--- src/rtl/gop_pkg.sv ---
`default_nettype none
package gop_pkg;
    // -----------------------------------------
    // Timing
    // -----------------------------------------
    localparam int CLK_HZ     = 20_000_000;
    localparam int TICK_MS    = 10;
    localparam int TICK_CYC   = CLK_HZ / 1000 * TICK_MS;
    localparam int SEC_TICKS  = 1000 / TICK_MS;
    localparam int WARN_MS    = 2000;
    localparam int WARN_TICKS = WARN_MS / TICK_MS;
    localparam int LOCK_MS    = 1000;
    localparam int LOCK_TICKS = LOCK_MS / TICK_MS;
    localparam int BACK_MS    = 500;
    localparam int BACK_TICKS = BACK_MS / TICK_MS;
    localparam int DB_MS      = 20;
    localparam int DB_TICKS   = DB_MS / TICK_MS;
    // -----------------------------------------
    // Register map and fields
    // -----------------------------------------
    localparam logic [7:0] ADDR_CTRL = 8'h00;
    localparam logic [7:0] ADDR_STAT = 8'h04;
    localparam int         ACL_LSB   = 0;
    localparam int         RUN_LSB   = 8;
    localparam logic [6:0] ACL_RST   = 7'h1e;
    localparam logic [6:0] RUN_RST   = 7'h3c;
    localparam logic [6:0] ACL_MAX   = 7'h7c;
    localparam logic [6:0] RUN_MIN   = 7'h0f;
    localparam logic [6:0] RUN_MAX   = 7'h64;
    // -----------------------------------------
    // Configuration switch positions
    // -----------------------------------------
    localparam int SW_ACL   = 0;
    localparam int SW_PRE   = 1;
    localparam int SW_SB    = 2;
    localparam int SW_HAND  = 3;
    localparam int SW_LOCK  = 4;
    localparam int SW_BRK   = 5;
    localparam int SW_SLAVE = 7;
    // -----------------------------------------
    // Carriers
    // -----------------------------------------
    typedef struct packed {
        logic open_cmd;
        logic close_cmd;
        logic stop_ok;
        logic single;
        logic reverse;
        logic obst_open;
        logic obst_close;
        logic hold_open;
        logic open_end_switch_one;
        logic close_end_switch_one;
    } gop_in_t;
    typedef struct packed {
        logic motor_a;
        logic motor_b;
        logic brake;
        logic lock_rel;
        logic warn;
        logic alarm;
        logic lockout;
        logic slave;
    } gop_out_t;
    typedef enum logic [2:0] {
        ST_IDLE, ST_PRE, ST_RUN, ST_BACK, ST_LOCK
    } gop_state_t;
endpackage
`default_nettype wire

--- src/rtl/gop_ctrl.sv ---
// How it works
// - Switch 1 enables or kills auto close
// - Switch 2 on: warning two seconds early
// - Switch 2 off: warning only while running
// - Switch 3 on: open-stop-close-stop single button
// - Switch 3 off: open, or close when open
// - Switch 4 swaps motor and limit mapping
// - Switch 5 on: unlock, wait one second first
// - Brake-disable switch suppresses the motor brake
// - Switch 8 selects slave role
// - Broken stop loop halts, blocks operation
// - Open input drives gate toward open
// - Close input drives gate toward closed
// - Reverse while closing runs fully open
// - Open obstruction: stop, back off, stop
// - First obstruction inhibits auto close, needs command
// - Repeat obstruction before limit: alarm, lockout
// - Close obstruction mirrors open, closing only
// - Hold-open loop refuses closing
// - Auto close after set delay from open
// - Max run timer expiry locks out, alarms
// - Direction limit switch stops the motor
`timescale 1ns/100ps
`default_nettype none
module gop_ctrl
    import gop_pkg::*;
#(
    parameter int TICK_CYCLES = gop_pkg::TICK_CYC
) (
    input  wire logic             pclk,
    input  wire logic             presetn,
    input  wire logic [7:0]       paddr,
    input  wire logic             psel,
    input  wire logic             penable,
    input  wire logic             pwrite,
    input  wire logic [31:0]      pwdata,
    output logic      [31:0]      prdata,
    output logic                  pready,
    output logic                  pslverr,
    input  wire gop_pkg::gop_in_t ctl_in,
    input  wire logic [7:0]       dip_sw,
    output gop_pkg::gop_out_t     ctl_out
);
    import gop_pkg::*;
    localparam int             DW       = $clog2(TICK_CYCLES + 1);
    localparam logic [DW-1:0]  DIV_LAST = DW'(TICK_CYCLES - 1);
    typedef struct packed {
        gop_state_t   st;
        logic         dir;
        logic         obst_seen;
        logic [1:0]   sb_step;
        logic [DW-1:0] div;
        logic         tick;
        logic [13:0]  cnt;
        logic [13:0]  run_cnt;
        gop_in_t      prev;
        logic [6:0]   acl_sec;
        logic [6:0]   run_sec;
        gop_out_t     out;
        logic [31:0]  prdata;
        logic         pready;
        logic         pslverr;
    } gop_st_t;

    gop_st_t  r_reg;
    gop_st_t  r_next;
    gop_in_t  di;
    logic [7:0] dsw;

    // -----------------------------------------
    // Helpers
    // -----------------------------------------
    // Seconds setting to tick count
    function automatic logic [13:0] ticks_of(input logic [6:0] s);
        ticks_of = 14'(s * SEC_TICKS);
    endfunction

    // Keep a written value inside its legal span
    function automatic logic [6:0] clamp(input logic [6:0] v,
                                         input logic [6:0] lo,
                                         input logic [6:0] hi);
        clamp = (v < lo) ? lo : (v > hi) ? hi : v;
    endfunction

    // -----------------------------------------
    // Input conditioning
    // -----------------------------------------
    // Contacts and switches share one filter so all see equal delay
    gop_debounce #(
        .W   (18),
        .DBT (DB_TICKS)
    ) u_db (
        .pclk    (pclk),
        .presetn (presetn),
        .tick    (r_reg.tick),
        .din     ({dip_sw, ctl_in}),
        .dout    ({dsw, di})
    );

    logic hand, slave, open_lim, close_lim, cur_lim, cur_obst;
    logic e_open, e_close, e_single;
    logic [13:0] pre_ticks;

    // Hand decides which physical switch ends which travel
    assign hand      = dsw[SW_HAND];
    assign slave     = dsw[SW_SLAVE];
    assign open_lim  = hand ? di.close_end_switch_one
                            : di.open_end_switch_one;
    assign close_lim = hand ? di.open_end_switch_one
                            : di.close_end_switch_one;
    assign cur_lim   = r_reg.dir ? open_lim : close_lim;
    assign cur_obst  = r_reg.dir ? di.obst_open : di.obst_close;
    assign e_open    = di.open_cmd & ~r_reg.prev.open_cmd;
    assign e_close   = di.close_cmd & ~r_reg.prev.close_cmd;
    assign e_single  = di.single & ~r_reg.prev.single;

    // Warning lead covers the unlock wait, so the longer one wins
    assign pre_ticks = dsw[SW_PRE]  ? 14'(WARN_TICKS) :
                       dsw[SW_LOCK] ? 14'(LOCK_TICKS) : 14'h0;

    // -----------------------------------------
    // Next-state logic
    // -----------------------------------------
    always_comb begin
        logic go;
        logic go_dir;
        logic sb_open;
        logic sb_close;
        logic sb_stop;
        logic req_open;
        logic req_close;
        logic acl_ok;
        logic run;
        go        = 1'b0;
        req_open  = 1'b0;
        req_close = 1'b0;
        acl_ok    = 1'b0;
        run       = 1'b0;
        go_dir    = 1'b0;
        sb_open   = 1'b0;
        sb_close  = 1'b0;
        sb_stop   = 1'b0;
        r_next    = r_reg;
        r_next.prev = di;
        r_next.tick = 1'b0;

        // Time base
        if (r_reg.div == DIV_LAST) begin
            r_next.div  = '0;
            r_next.tick = 1'b1;
        end else begin
            r_next.div = r_reg.div + 1'b1;
        end

        // Single button is decided by the master only
        if (e_single && !slave) begin
            if (dsw[SW_SB]) begin
                sb_open  = (r_reg.sb_step == 2'h0);
                sb_close = (r_reg.sb_step == 2'h2);
                sb_stop  = r_reg.sb_step[0];
                r_next.sb_step = r_reg.sb_step + 2'h1;
            end else if (open_lim) begin
                sb_close = 1'b1;
            end else begin
                sb_open = 1'b1;
            end
        end
        req_open  = e_open | sb_open;
        req_close = (e_close | sb_close) & ~di.hold_open;

        // Auto close only from open with nothing asking otherwise
        acl_ok = dsw[SW_ACL] & ~slave & open_lim & ~r_reg.obst_seen
               & ~di.open_cmd & ~di.reverse & ~di.obst_open
               & ~di.obst_close & ~di.hold_open;

        case (r_reg.st)
            ST_IDLE: begin
                if (!acl_ok) begin
                    r_next.cnt = 14'h0;
                end else if (r_reg.cnt >= ticks_of(r_reg.acl_sec)) begin
                    go     = 1'b1;
                    go_dir = 1'b0;
                end else if (r_reg.tick) begin
                    r_next.cnt = r_reg.cnt + 14'h1;
                end
                if (req_open && !open_lim) begin
                    go     = 1'b1;
                    go_dir = 1'b1;
                end else if (req_close && !close_lim) begin
                    go     = 1'b1;
                    go_dir = 1'b0;
                end
            end
            ST_PRE: begin
                if (sb_stop) begin
                    r_next.st = ST_IDLE;
                end else if (r_reg.cnt >= pre_ticks) begin
                    r_next.st      = ST_RUN;
                    r_next.run_cnt = 14'h0;
                end else if (r_reg.tick) begin
                    r_next.cnt = r_reg.cnt + 14'h1;
                end
            end
            ST_RUN: begin
                if (r_reg.tick) begin
                    r_next.run_cnt = r_reg.run_cnt + 14'h1;
                end
                if (cur_lim) begin
                    r_next.st        = ST_IDLE;
                    r_next.obst_seen = 1'b0;
                end else if (cur_obst) begin
                    if (r_reg.obst_seen) begin
                        r_next.st = ST_LOCK;
                    end else begin
                        r_next.obst_seen = 1'b1;
                        r_next.st  = ST_BACK;
                        r_next.dir = ~r_reg.dir;
                        r_next.cnt = 14'h0;
                    end
                end else if (r_reg.run_cnt >= ticks_of(r_reg.run_sec)) begin
                    r_next.st = ST_LOCK;
                end else if (!r_reg.dir && (di.reverse || di.hold_open)) begin
                    // Turn round at once, no lead time while moving
                    r_next.dir     = 1'b1;
                    r_next.run_cnt = 14'h0;
                end else if (sb_stop) begin
                    r_next.st = ST_IDLE;
                end else if (req_open && !r_reg.dir) begin
                    go     = 1'b1;
                    go_dir = 1'b1;
                end else if (req_close && r_reg.dir) begin
                    go     = 1'b1;
                    go_dir = 1'b0;
                end
            end
            ST_BACK: begin
                // Short back-off after a first obstruction, then wait
                if (cur_lim || r_reg.cnt >= 14'(BACK_TICKS)) begin
                    r_next.st = ST_IDLE;
                end else if (r_reg.tick) begin
                    r_next.cnt = r_reg.cnt + 14'h1;
                end
            end
            ST_LOCK: begin
                r_next.st = ST_LOCK;
            end
            default: begin
                r_next.st = ST_IDLE;
            end
        endcase

        // A start passes the lead-time stage, or runs at once when no lead is set
        if (go) begin
            r_next.dir     = go_dir;
            r_next.cnt     = 14'h0;
            r_next.run_cnt = 14'h0;
            r_next.st      = (pre_ticks == 14'h0) ? ST_RUN : ST_PRE;
        end

        // Open stop loop beats everything but lockout
        if (!di.stop_ok && r_reg.st != ST_LOCK) begin
            r_next.st  = ST_IDLE;
            r_next.cnt = 14'h0;
        end

        // Outputs follow the next state so they leave a flop
        run = (r_next.st == ST_RUN) || (r_next.st == ST_BACK);
        r_next.out.motor_a  = run & (r_next.dir ^ hand);
        r_next.out.motor_b  = run & ~(r_next.dir ^ hand);
        r_next.out.brake    = ~run & ~dsw[SW_BRK];
        r_next.out.lock_rel = dsw[SW_LOCK]
                            & (run | (r_next.st == ST_PRE));
        r_next.out.warn     = run
                            | (dsw[SW_PRE] & (r_next.st == ST_PRE));
        r_next.out.alarm    = (r_next.st == ST_LOCK);
        r_next.out.lockout  = (r_next.st == ST_LOCK);
        r_next.out.slave    = slave;

        // APB: answer is prepared in setup, shown in access
        r_next.pready = 1'b0;
        if (psel && !penable) begin
            r_next.pready  = 1'b1;
            r_next.pslverr = ~((paddr == ADDR_CTRL) || (paddr == ADDR_STAT));
            r_next.prdata  = 32'h0;
            if (paddr == ADDR_CTRL) begin
                r_next.prdata[ACL_LSB +: 7] = r_reg.acl_sec;
                r_next.prdata[RUN_LSB +: 7] = r_reg.run_sec;
            end else if (paddr == ADDR_STAT) begin
                r_next.prdata[2:0]  = 3'(r_reg.st);
                r_next.prdata[3]    = r_reg.dir;
                r_next.prdata[4]    = r_reg.obst_seen;
                r_next.prdata[5]    = open_lim;
                r_next.prdata[6]    = close_lim;
                r_next.prdata[7]    = r_reg.out.lockout;
                r_next.prdata[15:8] = dsw;
            end
        end
        if (psel && penable && r_reg.pready && pwrite
            && paddr == ADDR_CTRL) begin
            r_next.acl_sec = clamp(pwdata[ACL_LSB +: 7], 7'h0, ACL_MAX);
            r_next.run_sec = clamp(pwdata[RUN_LSB +: 7], RUN_MIN, RUN_MAX);
        end
    end

    // -----------------------------------------
    // State register
    // -----------------------------------------
    always_ff @(posedge pclk or negedge presetn) begin
        if (!presetn) begin
            r_reg         <= '0;
            r_reg.st      <= ST_IDLE;
            r_reg.acl_sec <= ACL_RST;
            r_reg.run_sec <= RUN_RST;
        end else begin
            r_reg <= r_next;
        end
    end

    assign prdata  = r_reg.prdata;
    assign pready  = r_reg.pready;
    assign pslverr = r_reg.pslverr;
    assign ctl_out = r_reg.out;
endmodule
`default_nettype wire

--- src/rtl/gop_debounce.sv ---
`timescale 1ns/100ps
`default_nettype none
module gop_debounce #(
    parameter int W   = 18,
    parameter int DBT = gop_pkg::DB_TICKS
) (
    input  wire logic         pclk,
    input  wire logic         presetn,
    input  wire logic         tick,
    input  wire logic [W-1:0] din,
    output logic      [W-1:0] dout
);
    import gop_pkg::*;
    localparam logic [1:0] DB_LAST = 2'(DBT - 1);
    typedef struct packed {
        logic [W-1:0]      s1;
        logic [W-1:0]      s2;
        logic [W-1:0]      q;
        logic [W-1:0][1:0] cnt;
    } gop_db_t;
    gop_db_t r_reg;
    gop_db_t r_next;

    // -----------------------------------------
    // Sync then require a stable level
    // -----------------------------------------
    // Each bit filters alone so one noisy contact cannot hold off another
    always_comb begin
        r_next    = r_reg;
        r_next.s1 = din;
        r_next.s2 = r_reg.s1;
        for (int i = 0; i < W; i++) begin
            if (r_reg.s2[i] == r_reg.q[i]) begin
                r_next.cnt[i] = 2'h0;
            end else if (tick) begin
                if (r_reg.cnt[i] == DB_LAST) begin
                    r_next.q[i]   = r_reg.s2[i];
                    r_next.cnt[i] = 2'h0;
                end else begin
                    r_next.cnt[i] = r_reg.cnt[i] + 2'h1;
                end
            end
        end
    end

    // State register
    always_ff @(posedge pclk or negedge presetn) begin
        if (!presetn) begin
            r_reg <= '0;
        end else begin
            r_reg <= r_next;
        end
    end

    assign dout = r_reg.q;
endmodule
`default_nettype wire

--- config.mk ---
export PLATFORM = sky130hd
export DESIGN_NAME = gop_ctrl
export DESIGN_NICKNAME = d
export VERILOG_FILES = /design/src/rtl/gop_pkg.sv /design/src/rtl/gop_ctrl.sv /design/src/rtl/gop_debounce.sv
export SDC_FILE = /design/constraint.sdc
export NUM_CORES = 1
export LEC_CHECK = 0
export BUFFER_PORTS_ARGS = -buffer_cell sky130_fd_sc_hd__clkbuf_2
export CORE_MARGIN = 4
export CORE_UTILIZATION = 50
export CTS_BUF_LIST = sky130_fd_sc_hd__clkbuf_4 sky130_fd_sc_hd__clkbuf_8 sky130_fd_sc_hd__clkbuf_16
export CTS_CLUSTER_DIAMETER = 80
export DETAILED_ROUTE_END_ITERATION = 8
export PLACE_DENSITY = 0.83
export SYNTH_ARGS = -nofsm -noshare
export SYNTH_HDL_FRONTEND = slang
export SYNTH_SLANG_ARGS = --single-unit
--- constraint.sdc ---
create_clock -name pclk -period 4.6 [get_ports pclk]
set_input_delay 0.92 -clock pclk [delete_from_list [all_inputs] [get_ports pclk]]
set_output_delay 0.92 -clock pclk [all_outputs]
set_load 0.005 [all_outputs]
Yosys cells after proc, flatten, opt, wreduce, memory -nomap -nowiden. Index checks and enable logic that the tools add are counted.

Output and inout bits: 42. Flip-flop bits (word level): 186. Word-level logic and storage cells: 412. Bits in latches: 0. RAM bits: 0. Memories kept: 0. Input port bits: 63. Memory bits (read-only): 0.

$lt $le $gt $ge: 8. Eq/ne operators: 57. $add $sub $neg: 22. Reduce and logical (&&, ||, !) cells: 69. Bitwise operators: 55. Divide/modulo/power cells: 0. Multipliers: 2. Shift operators: 0. Multiplexer cells: 138.

Operators by type and width (number): two-way mux 14 bit (13); two-way mux 2 bit (58); two-way mux 28 bit (3); AND reduction 3 bit (19); case mux 14 bit (4 select lines) (1); two-way mux 7 bit (7); adder 2 x 1 -> 2 bit (second input constant) (19); two-way mux 1 bit (38); nonzero test 2 bit (19); equality test 2 x 1 -> 1 bit (second input constant) (18); inverter 1 bit (33); adder 14 x 1 -> 14 bit (second input constant) (2); >= comparator 14 bit (2); case mux 14 bit (2 select lines) (1); two-way mux 3 bit (9); multiplier 7 x 5 -> 12 bit (second input constant) (2); inequality test 4 bit (second input constant) (6); adder 18 x 1 -> 18 bit (second input constant) (1); equality test 1 bit (18); equality test 18 bit (second input constant) (1); two-way mux 18 bit (1); AND 1 bit (17); two-way mux 16 bit (1); case mux 3 bit (5 select lines) (1); other kinds (28) (61).

Logic depth before layout (Yosys ltp).
Word-level depth: 21. Depth in mapped cells: 20. Depth with buffers taken out: 19.

By module. A second synthesis with hierarchy kept.

Cells, all modules: 1008. Area, all modules: 10557.6 um^2.

By module, submodules not included: gop_ctrl (cells each 768, area each 7108.1 um^2, seq. area each 2412.3 um^2, instances 1); gop_debounce (cells each 240, area each 3449.6 um^2, seq. area each 2252.2 um^2, instances 1).

Worst setup path after synthesis. OpenSTA, ideal clock, no wires.

Kind: flip-flop to flip-flop. From: reg r_reg[51] (netlist name). To: reg r_reg[90] (netlist name). Arrival: 4.709 ns. Stages on the path, launching flop included: 19. Required time: 4.532 ns. Library setup time: 0.068 ns. Slack: -0.176 ns. Path buffers: 1. Clock period less this slack: 4.776 ns. Cell sequence: dfstp_2 ha_1 ha_1 fa_1 ha_1 a21oi_1 o21bai_1 a21oi_1 o21ai_0 xnor2_1 ha_1 and4_1 a221oi_1 nand2_1 a31o_4 or3_1 buf_2 or4_1 nand2_1.

Longest elaborated chain between the ends: 9. Elaborated cells on any way between the ends: 18. Those cells by class: mul: 1; order compare: 1; eq/ne: 7; mux: 7; reduce/logical: 2.

RTL lines: from (decl) (line gop_ctrl.sv:65) `gop_st_t r_reg;`; from (signal assigned) (line gop_ctrl.sv:315) `r_reg <= r_next;`; multiplier 7 x 5 -> 12 bit * (line gop_ctrl.sv:75) `ticks_of = 14'(s * SEC_TICKS);`; >= comparator 14 bit * (line gop_ctrl.sv:180) `end else if (r_reg.cnt >= ticks_of(r_reg.acl_sec)) begin`; two-way mux 1 bit (line gop_ctrl.sv:180); two-way mux 1 bit (line gop_ctrl.sv:178) `if (!acl_ok) begin`; two-way mux 1 bit (line gop_ctrl.sv:189) `end else if (req_close && !close_lim) begin`; two-way mux 1 bit (line gop_ctrl.sv:186) `if (req_open && !open_lim) begin`; case mux 1 bit (2 select lines) (line gop_ctrl.sv:176) `case (r_reg.st)`; inequality test 5 bit (no source line) (tied with other cells); AND reduction 8 bit (no source line) or two-way mux 14 bit (tied branches).

Every way passes the cells marked *; elsewhere a longest branch is shown, timed or not. A chain may end at the register's enable or synchronous reset.

Final worst setup path.
From: reg r_reg[44] (netlist name). To: reg r_reg[72] (netlist name).

Longest elaborated chain between the ends: 8. Elaborated cells on any way between the ends: 15. Those cells by class: mul: 1; order compare: 1; eq/ne: 2; mux: 9; reduce/logical: 2.

RTL lines: multiplier 7 x 5 -> 12 bit * (line gop_ctrl.sv:75); >= comparator 14 bit * (line gop_ctrl.sv:220) `end else if (r_reg.run_cnt >= ticks_of(r_reg.run_sec)) begin`; two-way mux 1 bit (line gop_ctrl.sv:220); two-way mux 1 bit (line gop_ctrl.sv:211) `end else if (cur_obst) begin`; two-way mux 1 bit (line gop_ctrl.sv:208) `if (cur_lim) begin`; case mux 1 bit (2 select lines) (line gop_ctrl.sv:176); inequality test 3 bit (no source line) or nonzero test 3 bit (tied branches); AND reduction 3 bit (no source line).

Every way passes the cells marked *; elsewhere a longest branch is shown, timed or not. The select of a mux whose other input is x is not followed.

==> out/results.md <==
Detailed routing
- 5 — number of iterations in the first detailed-routing pass
- 0 — post-detailed-route DRC marker count
- 0 — DRT antenna net count
- 16.3 um — routed wire length per instance
- 505 — DRT iter0 DRCs
- 22100 um — total length of routed wires
- 7525 — vias after detailed routing
- 5.54 — routed vias/inst

Setup path
- 0.60 ns — worst stage delay on the critical path
- adder cells — Worst path top cell family by delay
- 5.08 ns — Worst Path Arrival
- ha_4 > ha_4 > fa_1 > ha_4 > a21oi_2 > o21bai_1 > a21oi_2 > xor2_1 > ha_1 > a21o_1 > a21o_1 > a21oi_2 > o21ai_4 > nor3_4 > nor3_4 > buf_6 > or4_1 > a21oi_1 — ordered list of cells on the worst path
- dfstp_2 — worst-path cell with the longest stage delay
- 1 — Buf+Inv Stages, Crit Path
- 5 — maximum fanout along the worst path
- register — Worst setup EP type
- 4.94 ns — CP Data Required Time
- register — critical path startpoint category
- reg2reg — start-to-end type of the worst setup path

Logic synthesis
- dfrtp_1 (178), nand2_1 (113), nor2_1 (92) — most used standard cells in the synthesized netlist
- dfrtp_1 — prevailing post-synth register cell
- 69 — Yosys cell types
- 46.3% — sequential share of the synthesized area
- dfrtp_1 — most common cell in the synthesized netlist
- 0 — number of warnings issued by yosys
- 100% — Async SR Flop Fraction
- 44.2% — area share of the largest cell type after synthesis
- dfrtp_1 — biggest area consumer among synthesized cells
- 186 — register bit total from synthesis
- 979 — cell count after synthesis
- 0 — number of synthesized flops with an enable pin
- 10.3 sq um — mean instance size in the synthesized netlist
- dfrtp_1 (44%), ha_1 (11%), xnor2_1 (4.8%) — dominant cells by area after synthesis
- 0.0101 sq mm — cell area after synthesis

Global routing
- 7445 — number of global-route vias before repair
- 26.2% — met1 track demand over resource in global routing
- 0 — number of antenna violations at the first check in global routing
- 33.6% — met2 capacity usage during global routing
- 36100 um — wire length of the first global-routing pass
- 20.1% — Total GRT Usage
- 117 — maximum number of pins on one net before global-route repair
- 4.30% — met3 usage in global routing
- 0 — total overflow reported by the global router
- met2 — most used routing layer

STA
- 1.08 ns — Worst Tran Pin Value
- -0.138 ns — worst setup slack after layout
- 27.3% — worst rel slew slack
- 0.0111 ns — clk_skew
- -0.325 ns — sum of negative setup slack
- 6 — final count of negative-setup-slack endpoints
- yes — unrepaired setup endpoints after global routing
- 0.344 ns — Fin Hold WS
- 4.74 ns — final critical delay including setup and external delays
- 0 — pins over their slew limit
- 0 — number of failing hold endpoints at the final stage
- 0.211 GHz — Highest Clock Rate
- 103% — Tcrit/Tclk final

Power
- 250 uV — worst vdd ir
- 0.000775 W — power dissipated by switching net loads
- 3.1% — relative contribution of combinational cells to total power
- 5.74 nW — Pleak
- 51.1% — sequential share of power
- 272 mW/mm^2 — Power Dens Cells
- 45.8% — relative contribution of the clock network to total power
- 0.00325 W — overall power of the completed layout
- 23.9% — Net Sw Frac
- 0.00247 W — internal power of the cells

Placement
- 0.879 — gpl congestion
- 70 — number of port buffers
- 14900 um — post-detail-place hpwl
- -0.267 ns — worst-case setup slack after placement
- 1311 — cell count after placement

CTS
- 0.08 ns — clock input transition at the sequential cells of the worst setup and hold paths
- 186 — sinks on the clock net
- 4 — H-Tree Depth
- done — clock tree from TritonCTS
- 2 — number of buffers on the longest clock path
- 17 — number of buffers inserted during clock tree synthesis
- 0.44 ns — worst skew pair latency
- clkbuf_16 — Clk Tree Root Cell

Final layout
- 1234 — layout net count
- 18.7% — P&R area growth vs syn
- 71 — Largest register FFs
- 0 — count of antenna diodes in the layout
- 1358 — filler-free cell count of the finished design
- 25.5% — fraction of layout instances using a drive strength above 1

Run
- 0 — number of violations of the max-capacitance limit

Die
- 105 — top-level I/O count
- 51 — number of placement rows
- 0.0197 sq mm — Std-Cell Core Area
- 150 um — width of the chip
- 0.0225 sq mm — die area
- 51.2% — effective utilization at floorplan
- 150 um — die height

Hold path
- reg2reg — min-delay worst type

Outcome
- finished, violations left — run status
- setup timing — failing checks

[placed cells by master, fill, tap and decap left out, drive strengths merged, types with 4 or more instances in the layout]
cell type / netlist / layout
nand2: 113 / 113
fa: 4 / 4
clkinv: 0 / 6
o21bai: 4 / 4
ha: 87 / 87
mux2i: 17 / 17
nand3: 19 / 19
mux2: 30 / 30
o21ai: 50 / 50
o31ai: 10 / 10
inv: 39 / 46
dfstp: 8 / 8
and3: 11 / 11
xor2: 16 / 16
o311ai: 5 / 5
o211ai: 5 / 5
or4: 7 / 7
a21oi: 42 / 42
xnor2: 55 / 55
a31oi: 4 / 4
buf: 45 / 61
nor2: 92 / 92
conb: 1 / 16
nor3: 14 / 14
a21o: 7 / 7
nor4: 8 / 8
nand2b: 9 / 9
or3: 15 / 15
a211oi: 4 / 4
nand4: 12 / 12
nor2b: 10 / 10
clkbuf: 19 / 88
dfrtp: 178 / 178
[final timing paths]
path	cells past startpoint	endpoint	from	slack [ns]
worst min-delay path	0	u_db.r_reg[59]$_DFF_PN0_	u_db.r_next[59]$_DFF_PN0_	0.34
worst min register to register	0	u_db.r_reg[59]$_DFF_PN0_	u_db.r_next[59]$_DFF_PN0_	0.34
max in group asynchronous	2	r_reg[47]$_DFFE_PN1P_	presetn	3.07
worst max-delay path	18	r_reg[72]$_DFFE_PN0P_	r_reg[44]$_DFFE_PN1P_	-0.14
min in group asynchronous	1	r_reg[82]$_DFFE_PN0P_	presetn	0.60
worst max register to register	18	r_reg[72]$_DFFE_PN0P_	r_reg[44]$_DFFE_PN1P_	-0.14
[power groups by stage]
stage	Clock [W]	Sequential, W	Combinational [W]
detailed placement	0	0.00169	0.0000978
finish	0.00149	0.00166	0.0000995
floorplan	0	0.00169	0.0000427
CTS	0.00152	0.00166	0.000101
global route	0.00159	0.00166	0.000114
global placement	0	0.00169	0.0000943
[cells by family (layout without fill, tap and decap cells)]
group / count (synthesis) / in the layout / synth area share, %
AND/OR/NAND/NOR: 326 / 326 / 15.4
flip-flops: 186 / 186 / 46.3
AO/OA/AOI/OAI: 154 / 154 / 9.91
buffers and inverters: 103 / 202 / 5.53
adder cells (fa/ha/maj): 91 / 91 / 11.6
XOR/XNOR: 71 / 71 / 6.17
multiplexers: 47 / 47 / 5.08
other: 1 / 16 / 0.0372
[worst register-to-register path, delay by kind of cell (launching register included)]
| family | cells | cell delay, ns |
|---|---|---|
| AO/OA/AOI/OAI | 8 | 1.37 |
| XOR/XNOR | 1 | 0.21 |
| adder cells (fa/ha/maj) | 5 | 1.48 |
| buffers and inverters | 1 | 0.19 |
| flip-flops | 1 | 0.60 |
| AND/OR/NAND/NOR | 3 | 0.80 |
[what timing repair did]
item | in CTS | in global routing
pin swaps | 35 | 50
hold buffers | 0 | 0
buffers inserted | 7 | 5
endpoints found under the hold margin | 0 | 0
resized for setup | 33 | 55
gates cloned | 0 | 3
endpoints found under the setup margin | 33 | 34
[per-stage QoR]
stage	util, %	instance area [sq um]
finish	60.8	12000
global route	60.8	12000
CTS	59.5	11700
detailed placement	55.0	10800
global placement	55.0	10800
floorplan	-	10200
[layer usage]
| layer | vias to the layer above | part of all wire, % |
|---|---|---|
| met3 | 48 | 4.9 |
| li1 | 3554 | - |
| met4 | 0 | 2.4 |
| met2 | 231 | 49 |
| met5 | - | 0 |
| met1 | 3692 | 43 |
[layout make-up]
type	count	area [sq um]
Tap cell	265	332
Timing Repair Buffer	131	863
Clock inverter	14	178
Fill cell	1541	7700
Sequential cell	186	4670
Multi-Input combinational cell	705	5340
Inverter	39	146
Clock buffer	18	433
No activity file was read; power rests on OpenSTA's default activity.
